**src/rsr_pkg.sv**
```systemverilog
// rsr_pkg: constants and types for the run-time settings report block
// assumes: 32-bit classic wishbone, byte addresses, one clock domain
package rsr_pkg;

  // ==========================================================================
  // register map (byte addresses)
  localparam logic [11:0] ADR_CMD      = 12'h000;
  localparam logic [11:0] ADR_CHIP_SET = 12'h004;
  localparam logic [11:0] ADR_CLK_SET  = 12'h008;
  localparam logic [11:0] ADR_PIN_EN   = 12'h00c;
  localparam logic [11:0] ADR_STATUS   = 12'h010;
  localparam logic [3:0]  ADR_RPT_PAGE = 4'h1;

  // ==========================================================================
  // command codes and report bytes
  localparam logic [7:0] CMD_GET_SETTINGS = 8'h61;
  localparam logic [7:0] STS_OK           = 8'h00;
  localparam logic [5:0] BYTE_ECHO        = 6'h00;
  localparam logic [5:0] BYTE_STATUS      = 6'h01;
  localparam logic [5:0] BYTE_CHIP_LEN    = 6'h02;
  localparam logic [5:0] BYTE_GP_LEN      = 6'h03;
  localparam logic [5:0] BYTE_CHIP_SET    = 6'h04;
  localparam logic [5:0] BYTE_CLK_SET     = 6'h05;

  // ==========================================================================
  // chip settings byte fields
  localparam int unsigned BIT_SERIAL_EN  = 7;
  localparam int unsigned BIT_RX_IDLE    = 6;
  localparam int unsigned BIT_TX_IDLE    = 5;
  localparam int unsigned BIT_I2C_IDLE   = 4;
  localparam int unsigned BIT_SUSP_IDLE  = 3;
  localparam int unsigned BIT_CFG_IDLE   = 2;
  localparam int unsigned LOCK_MSB       = 1;
  localparam int unsigned LOCK_LSB       = 0;
  localparam logic [1:0]  LOCK_UNSECURED = 2'h0;
  localparam logic [1:0]  LOCK_PASSWORD  = 2'h1;
  localparam logic [1:0]  LOCK_PERMANENT = 2'h2;

  // clock-output field: duty in 4:3, ratio in 2:0
  localparam int unsigned CLK_DUTY_MSB  = 4;
  localparam int unsigned CLK_DUTY_LSB  = 3;
  localparam int unsigned CLK_RATIO_MSB = 2;
  localparam logic [1:0]  DUTY_QUARTER  = 2'h1;
  localparam logic [1:0]  DUTY_3QUARTER = 2'h2;

  // pin-function enable register fields
  localparam int unsigned EN_I2C  = 0;
  localparam int unsigned EN_SUSP = 1;
  localparam int unsigned EN_CFG  = 2;
  localparam int unsigned EN_CLK  = 3;

  // ==========================================================================
  // reset values
  localparam logic [7:0] RST_CHIP_SET = 8'h00;
  localparam logic [4:0] RST_CLK_SET  = 5'h00;
  localparam logic [3:0] RST_PIN_EN   = 4'h0;

  // ==========================================================================
  // types
  typedef enum logic [1:0] {
    RSR_IDLE,
    RSR_FILL
  } rsr_fsm_e;

  typedef struct packed {
    logic        cyc;
    logic        stb;
    logic        we;
    logic [11:0] adr;
    logic [3:0]  sel;
    logic [31:0] dat;
  } rsr_wb_req_s;

  typedef struct packed {
    logic uart_rx_busy;
    logic uart_tx_busy;
    logic i2c_busy;
    logic usb_suspended;
    logic usb_configured;
  } rsr_activity_s;

  typedef struct packed {
    logic rx;
    logic tx;
    logic i2c;
    logic susp;
    logic cfg;
  } rsr_ind_s;

endpackage : rsr_pkg

```
**src/rsr_report_mem.sv**
```systemverilog
// rsr_report_mem: report byte buffer, one write port, one registered read port
// assumes: single clock, write and read may hit the same word in one cycle
`timescale 1ns/100ps
`default_nettype none

module rsr_report_mem #(
  parameter int unsigned WIDTH = 8,
  parameter int unsigned DEPTH = 64,
  parameter int unsigned AW    = 6
) (
  // clock and reset
  input  wire logic             ref_clk_in,
  input  wire logic             rstn_in,
  // write port
  input  wire logic             wr_en_in,
  input  wire logic [AW-1:0]    wr_addr_in,
  input  wire logic [WIDTH-1:0] wr_data_in,
  // read port
  input  wire logic [AW-1:0]    rd_addr_in,
  output logic      [WIDTH-1:0] rd_data_out
);

  typedef struct packed {
    logic [DEPTH-1:0][WIDTH-1:0] mem;
    logic [WIDTH-1:0]            rdata;
  } rsr_mem_state_s;

  rsr_mem_state_s q;
  rsr_mem_state_s next_q;

  if (DEPTH > (1 << AW) || DEPTH < 6) begin : g_bad_depth
    $error("rsr_report_mem: depth does not fit address width");
  end

  always_comb begin
    next_q       = q;
    next_q.rdata = q.mem[rd_addr_in];
    if (wr_en_in) begin
      next_q.mem[wr_addr_in] = wr_data_in;
    end
  end

  always_ff @(posedge ref_clk_in or negedge rstn_in) begin
    if (!rstn_in) begin
      q <= '0;
    end else begin
      q <= next_q;
    end
  end

  assign rd_data_out = q.rdata;

endmodule : rsr_report_mem

`default_nettype wire

```
**src/rsr_top.sv**
```systemverilog
// rsr_top: builds the run-time settings report and drives the indicator pins
// assumes: classic wishbone master on ref_clk_in, activity inputs synchronous
//
// Notes on behaviour
// (RULE1) bytes 0,1 carry 0x61 echo and success
// (RULE2) bytes 2,3 give chip and pin area lengths
// (RULE3) byte 4 bit 7 is serial enumeration enable
// (RULE4) rx indicator inverts bit 6 while receiving
// (RULE5) tx indicator inverts bit 5 while sending
// (RULE6) i2c indicator inverts bit 4 when enabled, active
// (RULE7) suspend indicator inverts bit 3 in suspend; code inverts it only while pin_en bit EN_SUSP is set
// (RULE8) config-done indicator inverts bit 2 once configured; code inverts it only while pin_en bit EN_CFG is set
// (RULE9) byte 4 bits 1-0 give protection mode
// (RULE10) byte 5 bits 4-0 set clock-out duty, ratio
// (RULE11) host requests with code 0x61, rest zero
// (RULE12) report shows current settings, unused bits zero
`timescale 1ns/100ps
`default_nettype none

module rsr_top #(
  parameter int unsigned RPT_DEPTH     = 64,
  parameter logic [7:0]  CHIP_AREA_LEN = 8'h04,
  parameter logic [7:0]  GP_AREA_LEN   = 8'h04
) (
  // clock and reset
  input  wire logic                  ref_clk_in,
  input  wire logic                  rstn_in,
  // wishbone slave
  input  wire rsr_pkg::rsr_wb_req_s  wb_req_in,
  output logic                       wb_ack_out,
  output logic [31:0]                wb_dat_out,
  // activity sources
  input  wire rsr_pkg::rsr_activity_s activity_in,
  // indicator and function pins
  output logic                       rx_activity_indicator_out,
  output logic                       tx_activity_indicator_out,
  output logic                       i2c_activity_indicator_out,
  output logic                       suspend_indicator_out,
  output logic                       enumeration_done_indicator_out,
  output logic                       general_purpose_pin_clk_out,
  // settings seen by the usb core
  output logic                       serial_number_enable_out,
  output logic [1:0]                 config_lock_mode_out,
  output logic                       report_done_out
);

  localparam int unsigned AW = 6;

  if (RPT_DEPTH > 64 || RPT_DEPTH < 6) begin : g_bad_depth
    $error("rsr_top: report depth must lie between 6 and 64");
  end

  // ==========================================================================
  // state
  typedef struct packed {
    rsr_pkg::rsr_fsm_e fsm;
    logic [AW-1:0]     idx;
    logic [7:0]        chip;
    logic [4:0]        clkset;
    logic [3:0]        pin_en;
    logic [7:0]        snap_chip;
    logic [4:0]        snap_clk;
    logic              done;
    logic              bad_cmd;
    logic [7:0]        last_cmd;
    logic [7:0]        ccnt;
    logic              clk_pin;
    logic              rd_pend;
    logic              ack;
    logic [31:0]       dat;
    rsr_pkg::rsr_ind_s ind;
  } rsr_state_s;

  localparam rsr_state_s RST_STATE = '{
    fsm:       rsr_pkg::RSR_IDLE,
    idx:       '0,
    chip:      rsr_pkg::RST_CHIP_SET,
    clkset:    rsr_pkg::RST_CLK_SET,
    pin_en:    rsr_pkg::RST_PIN_EN,
    snap_chip: rsr_pkg::RST_CHIP_SET,
    snap_clk:  rsr_pkg::RST_CLK_SET,
    done:      1'b0,
    bad_cmd:   1'b0,
    last_cmd:  8'h00,
    ccnt:      8'h00,
    clk_pin:   1'b0,
    rd_pend:   1'b0,
    ack:       1'b0,
    dat:       32'h0000_0000,
    ind:       '0
  };

  rsr_state_s    q;
  rsr_state_s    next_q;
  logic [7:0]    mem_rdata;
  logic          mem_wr_en;
  logic [7:0]    mem_wr_data;
  logic [AW-1:0] mem_rd_addr;

  // ==========================================================================
  // functions
  function automatic logic [7:0] report_byte(
    input logic [AW-1:0] idx,
    input logic [7:0]    chip,
    input logic [4:0]    clkset
  );
    logic [7:0] b;
    b = 8'h00;
    case (idx)
      rsr_pkg::BYTE_ECHO:     b = rsr_pkg::CMD_GET_SETTINGS;  // [RULE1]
      rsr_pkg::BYTE_STATUS:   b = rsr_pkg::STS_OK;            // [RULE1]
      rsr_pkg::BYTE_CHIP_LEN: b = CHIP_AREA_LEN;              // [RULE2]
      rsr_pkg::BYTE_GP_LEN:   b = GP_AREA_LEN;                // [RULE2]
      rsr_pkg::BYTE_CHIP_SET: b = chip;                       // [RULE3] [RULE9]
      rsr_pkg::BYTE_CLK_SET:  b = {3'h0, clkset};             // [RULE10] [RULE12]
      default:                b = 8'h00;
    endcase
    return b;
  endfunction : report_byte

  // high time of the divided clock, in cycles of the period 2 << ratio
  function automatic logic [7:0] clk_high_time(input logic [4:0] clkset);
    logic [8:0] half;
    logic [8:0] hi;
    half = 9'h001 << clkset[rsr_pkg::CLK_RATIO_MSB:0];
    case (clkset[rsr_pkg::CLK_DUTY_MSB:rsr_pkg::CLK_DUTY_LSB])
      rsr_pkg::DUTY_QUARTER:  hi = half >> 1;
      rsr_pkg::DUTY_3QUARTER: hi = half + (half >> 1);
      default:                hi = half;
    endcase
    return hi[7:0];
  endfunction : clk_high_time

  // period of the divided clock less one, in clock cycles
  function automatic logic [7:0] clk_period_m1(input logic [4:0] clkset);
    logic [8:0] per;
    per = 9'h002 << clkset[rsr_pkg::CLK_RATIO_MSB:0];
    return 8'(per - 9'h001);
  endfunction : clk_period_m1

  // pin level: idle value, inverted while its event is active
  function automatic logic ind_level(
    input logic idle,
    input logic active
  );
    return idle ^ active;
  endfunction : ind_level

  // report window: one pending cycle for the buffer read
  function automatic logic in_report_page(input logic [11:0] adr);
    return adr[11:8] == rsr_pkg::ADR_RPT_PAGE;
  endfunction : in_report_page

  // taken write that carries the low byte lane
  function automatic logic low_lane_write(
    input logic                 req,
    input rsr_pkg::rsr_wb_req_s r
  );
    return req && r.we && r.sel[0];
  endfunction : low_lane_write

  // register read data; unmapped offsets read zero
  function automatic logic [31:0] reg_read_data(
    input rsr_state_s  s,
    input logic [11:0] adr
  );
    logic [31:0] d;
    d = 32'h0000_0000;
    case (adr)
      rsr_pkg::ADR_CMD: begin
        d = {21'h00_0000, s.fsm == rsr_pkg::RSR_FILL, s.bad_cmd, s.done, s.last_cmd};
      end
      rsr_pkg::ADR_CHIP_SET: begin
        d = {24'h00_0000, s.chip};
      end
      rsr_pkg::ADR_CLK_SET: begin
        d = {27'h000_0000, s.clkset};
      end
      rsr_pkg::ADR_PIN_EN: begin
        d = {28'h000_0000, s.pin_en};
      end
      rsr_pkg::ADR_STATUS: begin
        d = {26'h000_0000, s.clk_pin, s.ind};
      end
      default: begin
        d = 32'h0000_0000;
      end
    endcase
    return d;
  endfunction : reg_read_data

  // ==========================================================================
  // next state
  always_comb begin
    logic        req;
    logic        wr;
    logic [7:0]  period_m1;
    logic [7:0]  hi;
    logic [31:0] rdat;
    req       = 1'b0;
    wr        = 1'b0;
    period_m1 = 8'h00;
    hi        = 8'h00;
    rdat      = 32'h0000_0000;
    next_q    = q;
    next_q.ack = 1'b0;

    req = wb_req_in.cyc && wb_req_in.stb && !q.ack && !q.rd_pend;
    wr  = low_lane_write(req, wb_req_in);

    // report fill, one byte a cycle from the snapshot
    if (q.fsm == rsr_pkg::RSR_FILL) begin
      if (q.idx == AW'(RPT_DEPTH - 1)) begin
        next_q.fsm  = rsr_pkg::RSR_IDLE;
        next_q.done = 1'b1;
      end else begin
        next_q.idx = q.idx + AW'(1);
      end
    end

    // bus access
    if (q.rd_pend) begin
      next_q.rd_pend = 1'b0;
      next_q.ack     = 1'b1;
      next_q.dat     = {24'h00_0000, mem_rdata};
    end else if (req && in_report_page(wb_req_in.adr)) begin
      if (wb_req_in.we) begin
        next_q.ack = 1'b1;
        next_q.dat = 32'h0000_0000;
      end else begin
        next_q.rd_pend = 1'b1;
      end
    end else if (req) begin
      next_q.ack = 1'b1;
      case (wb_req_in.adr)
        rsr_pkg::ADR_CMD: begin
          if (wr && q.fsm == rsr_pkg::RSR_IDLE) begin
            next_q.last_cmd = wb_req_in.dat[7:0];
            if (wb_req_in.dat[7:0] == rsr_pkg::CMD_GET_SETTINGS) begin  // [RULE11]
              next_q.fsm       = rsr_pkg::RSR_FILL;
              next_q.idx       = '0;
              next_q.done      = 1'b0;
              next_q.bad_cmd   = 1'b0;
              next_q.snap_chip = q.chip;    // [RULE12]
              next_q.snap_clk  = q.clkset;  // [RULE12]
            end else begin
              next_q.bad_cmd = 1'b1;
            end
          end
        end
        rsr_pkg::ADR_CHIP_SET: begin
          if (wr) begin
            next_q.chip = wb_req_in.dat[7:0];  // [RULE12]
          end
        end
        rsr_pkg::ADR_CLK_SET: begin
          if (wr) begin
            next_q.clkset = wb_req_in.dat[4:0];  // [RULE10]
          end
        end
        rsr_pkg::ADR_PIN_EN: begin
          if (wr) begin
            next_q.pin_en = wb_req_in.dat[3:0];
          end
        end
        rsr_pkg::ADR_STATUS: begin
          // read only
        end
        default: begin
          // unmapped offsets: acked, writes dropped
        end
      endcase
      rdat       = reg_read_data(q, wb_req_in.adr);
      next_q.dat = wb_req_in.we ? 32'h0000_0000 : rdat;
    end

    // indicator pins: idle level, inverted while the event is active; i2c, suspend and config-done only when enabled in pin_en
    next_q.ind.rx   = ind_level(q.chip[rsr_pkg::BIT_RX_IDLE], activity_in.uart_rx_busy);  // [RULE4]
    next_q.ind.tx   = ind_level(q.chip[rsr_pkg::BIT_TX_IDLE], activity_in.uart_tx_busy);  // [RULE5]
    next_q.ind.i2c  = ind_level(q.chip[rsr_pkg::BIT_I2C_IDLE],
                                activity_in.i2c_busy && q.pin_en[rsr_pkg::EN_I2C]);  // [RULE6]
    next_q.ind.susp = ind_level(q.chip[rsr_pkg::BIT_SUSP_IDLE],
                                activity_in.usb_suspended && q.pin_en[rsr_pkg::EN_SUSP]);  // [RULE7]
    next_q.ind.cfg  = ind_level(q.chip[rsr_pkg::BIT_CFG_IDLE],
                                activity_in.usb_configured && q.pin_en[rsr_pkg::EN_CFG]);  // [RULE8]

    // divided clock on the general-purpose pin
    period_m1 = clk_period_m1(q.clkset);                                      // [RULE10]
    hi        = clk_high_time(q.clkset);                                      // [RULE10]
    if (!q.pin_en[rsr_pkg::EN_CLK] || q.ccnt >= period_m1) begin
      next_q.ccnt = 8'h00;
    end else begin
      next_q.ccnt = q.ccnt + 8'h01;
    end
    next_q.clk_pin = q.pin_en[rsr_pkg::EN_CLK] && (next_q.ccnt < hi);
  end

  always_ff @(posedge ref_clk_in or negedge rstn_in) begin
    if (!rstn_in) begin
      q <= RST_STATE;
    end else begin
      q <= next_q;
    end
  end

  // ==========================================================================
  // report buffer
  assign mem_wr_en   = (q.fsm == rsr_pkg::RSR_FILL);
  assign mem_wr_data = report_byte(q.idx, q.snap_chip, q.snap_clk);  // [RULE1] [RULE2]
  assign mem_rd_addr = wb_req_in.adr[AW+1:2];

  rsr_report_mem #(
    .WIDTH (8),
    .DEPTH (RPT_DEPTH),
    .AW    (AW)
  ) u_report_mem (
    .ref_clk_in  (ref_clk_in),
    .rstn_in     (rstn_in),
    .wr_en_in    (mem_wr_en),
    .wr_addr_in  (q.idx),
    .wr_data_in  (mem_wr_data),
    .rd_addr_in  (mem_rd_addr),
    .rd_data_out (mem_rdata)
  );

  // ==========================================================================
  // outputs, all from flip-flops
  assign wb_ack_out                     = q.ack;
  assign wb_dat_out                     = q.dat;
  assign rx_activity_indicator_out      = q.ind.rx;
  assign tx_activity_indicator_out      = q.ind.tx;
  assign i2c_activity_indicator_out     = q.ind.i2c;
  assign suspend_indicator_out          = q.ind.susp;
  assign enumeration_done_indicator_out = q.ind.cfg;
  assign general_purpose_pin_clk_out    = q.clk_pin;
  assign serial_number_enable_out       = q.chip[rsr_pkg::BIT_SERIAL_EN];                   // [RULE3]
  assign config_lock_mode_out           = q.chip[rsr_pkg::LOCK_MSB:rsr_pkg::LOCK_LSB];      // [RULE9]
  assign report_done_out                = q.done;

endmodule : rsr_top

`default_nettype wire

```
**config.mk**
```make
export PLATFORM = sky130hd
export DESIGN_NAME = rsr_top
export DESIGN_NICKNAME = d
export VERILOG_FILES = /design/src/rsr_pkg.sv /design/src/rsr_report_mem.sv /design/src/rsr_top.sv
export SDC_FILE = /design/constraint.sdc
export NUM_CORES = 1
export LEC_CHECK = 0
export ABC_AREA = 1
export BUFFER_PORTS_ARGS = -buffer_cell sky130_fd_sc_hd__buf_4
export CORE_ASPECT_RATIO = 0.6
export CORE_MARGIN = 2
export CORE_UTILIZATION = 50
export CTS_CLUSTER_SIZE = 28
export DETAILED_ROUTE_END_ITERATION = 16
export PLACE_DENSITY = 0.79
export SLEW_MARGIN = 20
export SYNTH_ARGS = -nofsm -noshare
export SYNTH_HDL_FRONTEND = slang
export SYNTH_SLANG_ARGS = --single-unit
```
**constraint.sdc**
```tcl
create_clock -name ref_clk_in -period 3.62 [get_ports ref_clk_in]
set_input_delay 0.724 -clock ref_clk_in [delete_from_list [all_inputs] [get_ports ref_clk_in]]
set_output_delay 0.724 -clock ref_clk_in [all_outputs]
set_load 0.01 [all_outputs]
```
==> results.md <==
* Vias after detailed routing at 20400
* Headroom to the max-slew limit at about two fifths
* Routed Wire Length at slightly below 70 mm
* Worst-skew pair later-pin latency at 590 ps
* CTS tree: done
* Type of the worst min-delay path: input pin to asynchronous set/reset pin
* Critical Path Source Type: register
* Pins Over Slew Limit at 0
* Clk pin slew, worst setup/hold paths at 70 ps
* Max Fclk at 302 MHz
* Cells along the critical path: inv_1 -> nor3_2 -> inv_1 -> ha_1 -> nand2_1 -> inv_1 -> nand2_1 -> xor2_1 -> ha_1 -> nand2_1 -> inv_1 -> a21oi_2 -> nand3_2 -> nor3b_2 -> ha_1 -> a21oi_1 -> nand2_1 -> a21oi_1
* Pin count of the biggest net entering global routing at 88
* Floorplan row count at 64
* Core Region at 51200 sq um
* Die height at 181 um
* Worst-margin pin slew at 868 ps
* Cell area after placement at 27200 sq um
* Standard cell with the maximum stage delay on the critical path: sky130_fd_sc_hd__dfrtp_2
* Share of total power in the clock network at a little over two fifths
* Clock root buffer master: sky130_fd_sc_hd__clkbuf_16
* Inserted Clock Buffers at 51
* Number of levels in the clock H-tree at 2
* Final clock skew at between 20 and 25 ps
* I/O Buffers at 52
* Aggregate global routing overflow at 0
* Slowest cell delay on critical path at roughly 460 ps
* Critical path data required time at 4120 ps
* First-pass detailed-route iteration total at 8
* Most frequent cells after synthesis: 595 x sky130_fd_sc_hd__dfrtp_1, 590 x sky130_fd_sc_hd__inv_1, 558 x sky130_fd_sc_hd__nand2_1
* Placement-stage worst setup slack at 96.8 ps
* Sink count of the clock tree at about 600
* Synthesis-stage register bit count at between 500 and 600
* Internal power consumption at 9.81 mW
* Synth Warn # at 0
* Number of cells in the design after placement at approximately 3700
* Die width at 298 um
* Post-synthesis instance total at 3027
* Area share of the largest cell type after synthesis at 57.3%
* Final design utilization at 56.7%
* Maxcap violations at 0
* Arrival time at the worst endpoint at about 3800 ps
* Final TNS setup at 0 ps
* Endpoint class of the critical path: register
* Leak Pwr at 13.9 nW
* Net switching component of the power at 2.97 mW
* Comb pwr share at about 4.2%
* Post-route ant nets at 0
* Switching portion of total power at 23.2%
* Fraction of final layout cells with drive strength greater than 1 at between 8 and 9%
* DRT iter0 DRCs at 2530
* Async SR Flop Fraction at between 90% and 100%
* Max clock buf depth at 3
* Maximum fanout along the worst path at 7
* Worst vdd rail ir drop at 315 uV
* Worst hold slack at 123 ps
* Relative contribution of sequential cells to total power at 52.1%
* Net count of the finished layout at 3178
* Fillcell total at 4404
* Final-report hold violation count at 0
* Power after layout at 12.8 mW
* Fin area at 29000 sq um
* Syn Area/Cell at about 8.6 sq um
* Post-detail-place hpwl at 46.2 mm
* Number of I/O pins at 101
* Library cell with the highest instance count after synthesis: sky130_fd_sc_hd__dfrtp_1
* Placer congestion estimate at between 0.9 and 1
* Number of flops mapped to enable cells by yosys at 0
* Type of the worst setup path: register to register
* Period utilization at roughly nine tenths
* Number of antenna violations at the first check in global routing at 0
* Min setup slack post-route at 312 ps
* Number of different library cells in the post-synthesis netlist at 50
* Final-report setup violation count at 0
* Via count of the first global-routing pass at ~20000
* Fin cells at 3823
* Fraction of the yosys area taken by sequential cells at 57.3%
* Power density relative to cell area at 441 nW/um^2
* Synthesis-to-layout area growth at 11.5%
* Starting Density at 50.8%
* Prevailing post-synth register cell: sky130_fd_sc_hd__dfrtp_1
* Post-route DRC at 0
* RSZ-0062 raised after global routing: no
* Post-synthesis cell type with the largest combined area: sky130_fd_sc_hd__dfrtp_1
* Combined area of the multi-input logic cells at between 8000 and 9000 sq um
* Netlist area before placement at 26000 sq um
* Status: finished, final reports clean
* GR Util All Layers at 26.0%
* Per-cell via count in the routed design at about 5.3
* Post-route minimum period at 3310 ps
* Average wire per standard cell at roughly 18 um
* Sequential standard cell area at approximately 15000 sq um
* Number of buffers inserted for hold repair after clock tree synthesis at 0
* First-pass GRT wire length at approximately 110 mm
* Antenna Diode Count at 0
* Die Area at between 50000 and 60000 sq um
* Ranking of synthesized cells by area: sky130_fd_sc_hd__dfrtp_1 57%, sky130_fd_sc_hd__inv_1 8.5%, sky130_fd_sc_hd__nand2_1 8.1%
[logic make-up (layout without fill, tap and decap cells)]
| family | Yosys count | count (layout) | share of synthesized area (%) |
|---|---|---|---|
| multiplexers | 1 | 1 | 0.0433 |
| AO/OA/AOI/OAI | 395 | 395 | 9.48 |
| AND/OR/NAND/NOR | 1262 | 1262 | 19.8 |
| buffers and inverters | 729 | 812 | 11.4 |
| other | 1 | 21 | 0.0144 |
| flip-flops | 595 | 595 | 57.3 |
| adder cells (fa/ha/maj) | 32 | 32 | 1.57 |
| XOR/XNOR | 12 | 12 | 0.404 |
[power groups by stage]
stage               sequential (mW)  combinational, mW  clock (mW)
floorplan                      6.79              0.217           0
global placement               6.79              0.529           0
detailed placement             6.79              0.534           0
CTS                            6.66              0.536        5.60
global route                   6.66              0.586        5.89
finish                         6.66              0.541        5.58
[flip-flops by register name, indices dropped and copies added (netlist names)]
signal and flops:
rx_activity_indicator_out 1, general_purpose_pin_clk_out 1, q 53, u_report_mem.q 512
wb_ack_out 1, suspend_indicator_out 1, i2c_activity_indicator_out 1, report_done_out 1
wb_dat_out 11, enumeration_done_indicator_out 1, serial_number_enable_out 1, u_report_mem.rd_data_out 8
tx_activity_indicator_out 1, config_lock_mode_out 2
[timing repair]
| item | CTS | global route |
|---|---|---|
| setup buffers | 0 | 2 |
| resized for setup | 0 | 13 |
| endpoints found under the setup margin | 0 | 1 |
[placed cells by master, fill, tap and decap left out, drive strengths merged, types with 29 or more instances in the layout]
cell type    n
a21oi       42
nand3       78
o211ai      29
dfrtp      595
inv        611
buf        106
nand4       31
o22ai       68
o2111ai     39
a22oi       32
o21ai      150
nand2      562
clkbuf      73
ha          31
nor2       560
[critical path: cells and delay by family, from the launching register on]
| family | cells | cell delay, ps |
|---|---|---|
| fa+ha+maj | 3 | 720 |
| flops | 1 | 460 |
| xor+xnor | 1 | 150 |
| buf+inv | 4 | 360 |
| compound gates | 3 | 490 |
| simple gates | 7 | 1040 |
[worst paths after layout]
path | from | to | slack [ps] | cells past startpoint
setup / recovery | q[76] | general_purpose_pin_clk_out | 310 | 18
hold / removal | rstn_in | q[53] | 120 | 1
setup reg to reg | q[76] | general_purpose_pin_clk_out | 310 | 18
hold reg to reg | q[95] | q[95] | 450 | 0
max in group asynchronous | rstn_in | u_report_mem.q[403] | 2470 | 2
min in group ref_clk_in | activity_in[3] | tx_activity_indicator_out | 310 | 2
[metal layers]
| metal | global-route usage [%] | up-vias | share of wire, % | wire (um) |
|---|---|---|---|---|
| li1 | - | 9409 | - | - |
| met1 | 41.0 | 9886 | 46 | 32000 |
| met2 | 36.1 | 1009 | 41 | 28200 |
| met3 | 6.50 | 120 | 11 | 7640 |
| met4 | 5.27 | 0 | 1.9 | 1350 |
| met5 | 0 | - | 0 | 0 |
[final cells by class]
class / instances / share of cell area, %
clock buffer: 73 / 5.17
clock inverter: 22 / 0.660
inverter: 611 / 7.92
multi-input combinational: 1723 / 28.6
sequential: 595 / 51.4
tap: 693 / 2.99
timing repair buffer: 106 / 3.25
Note: power is estimated with default switching activity, not from simulation.
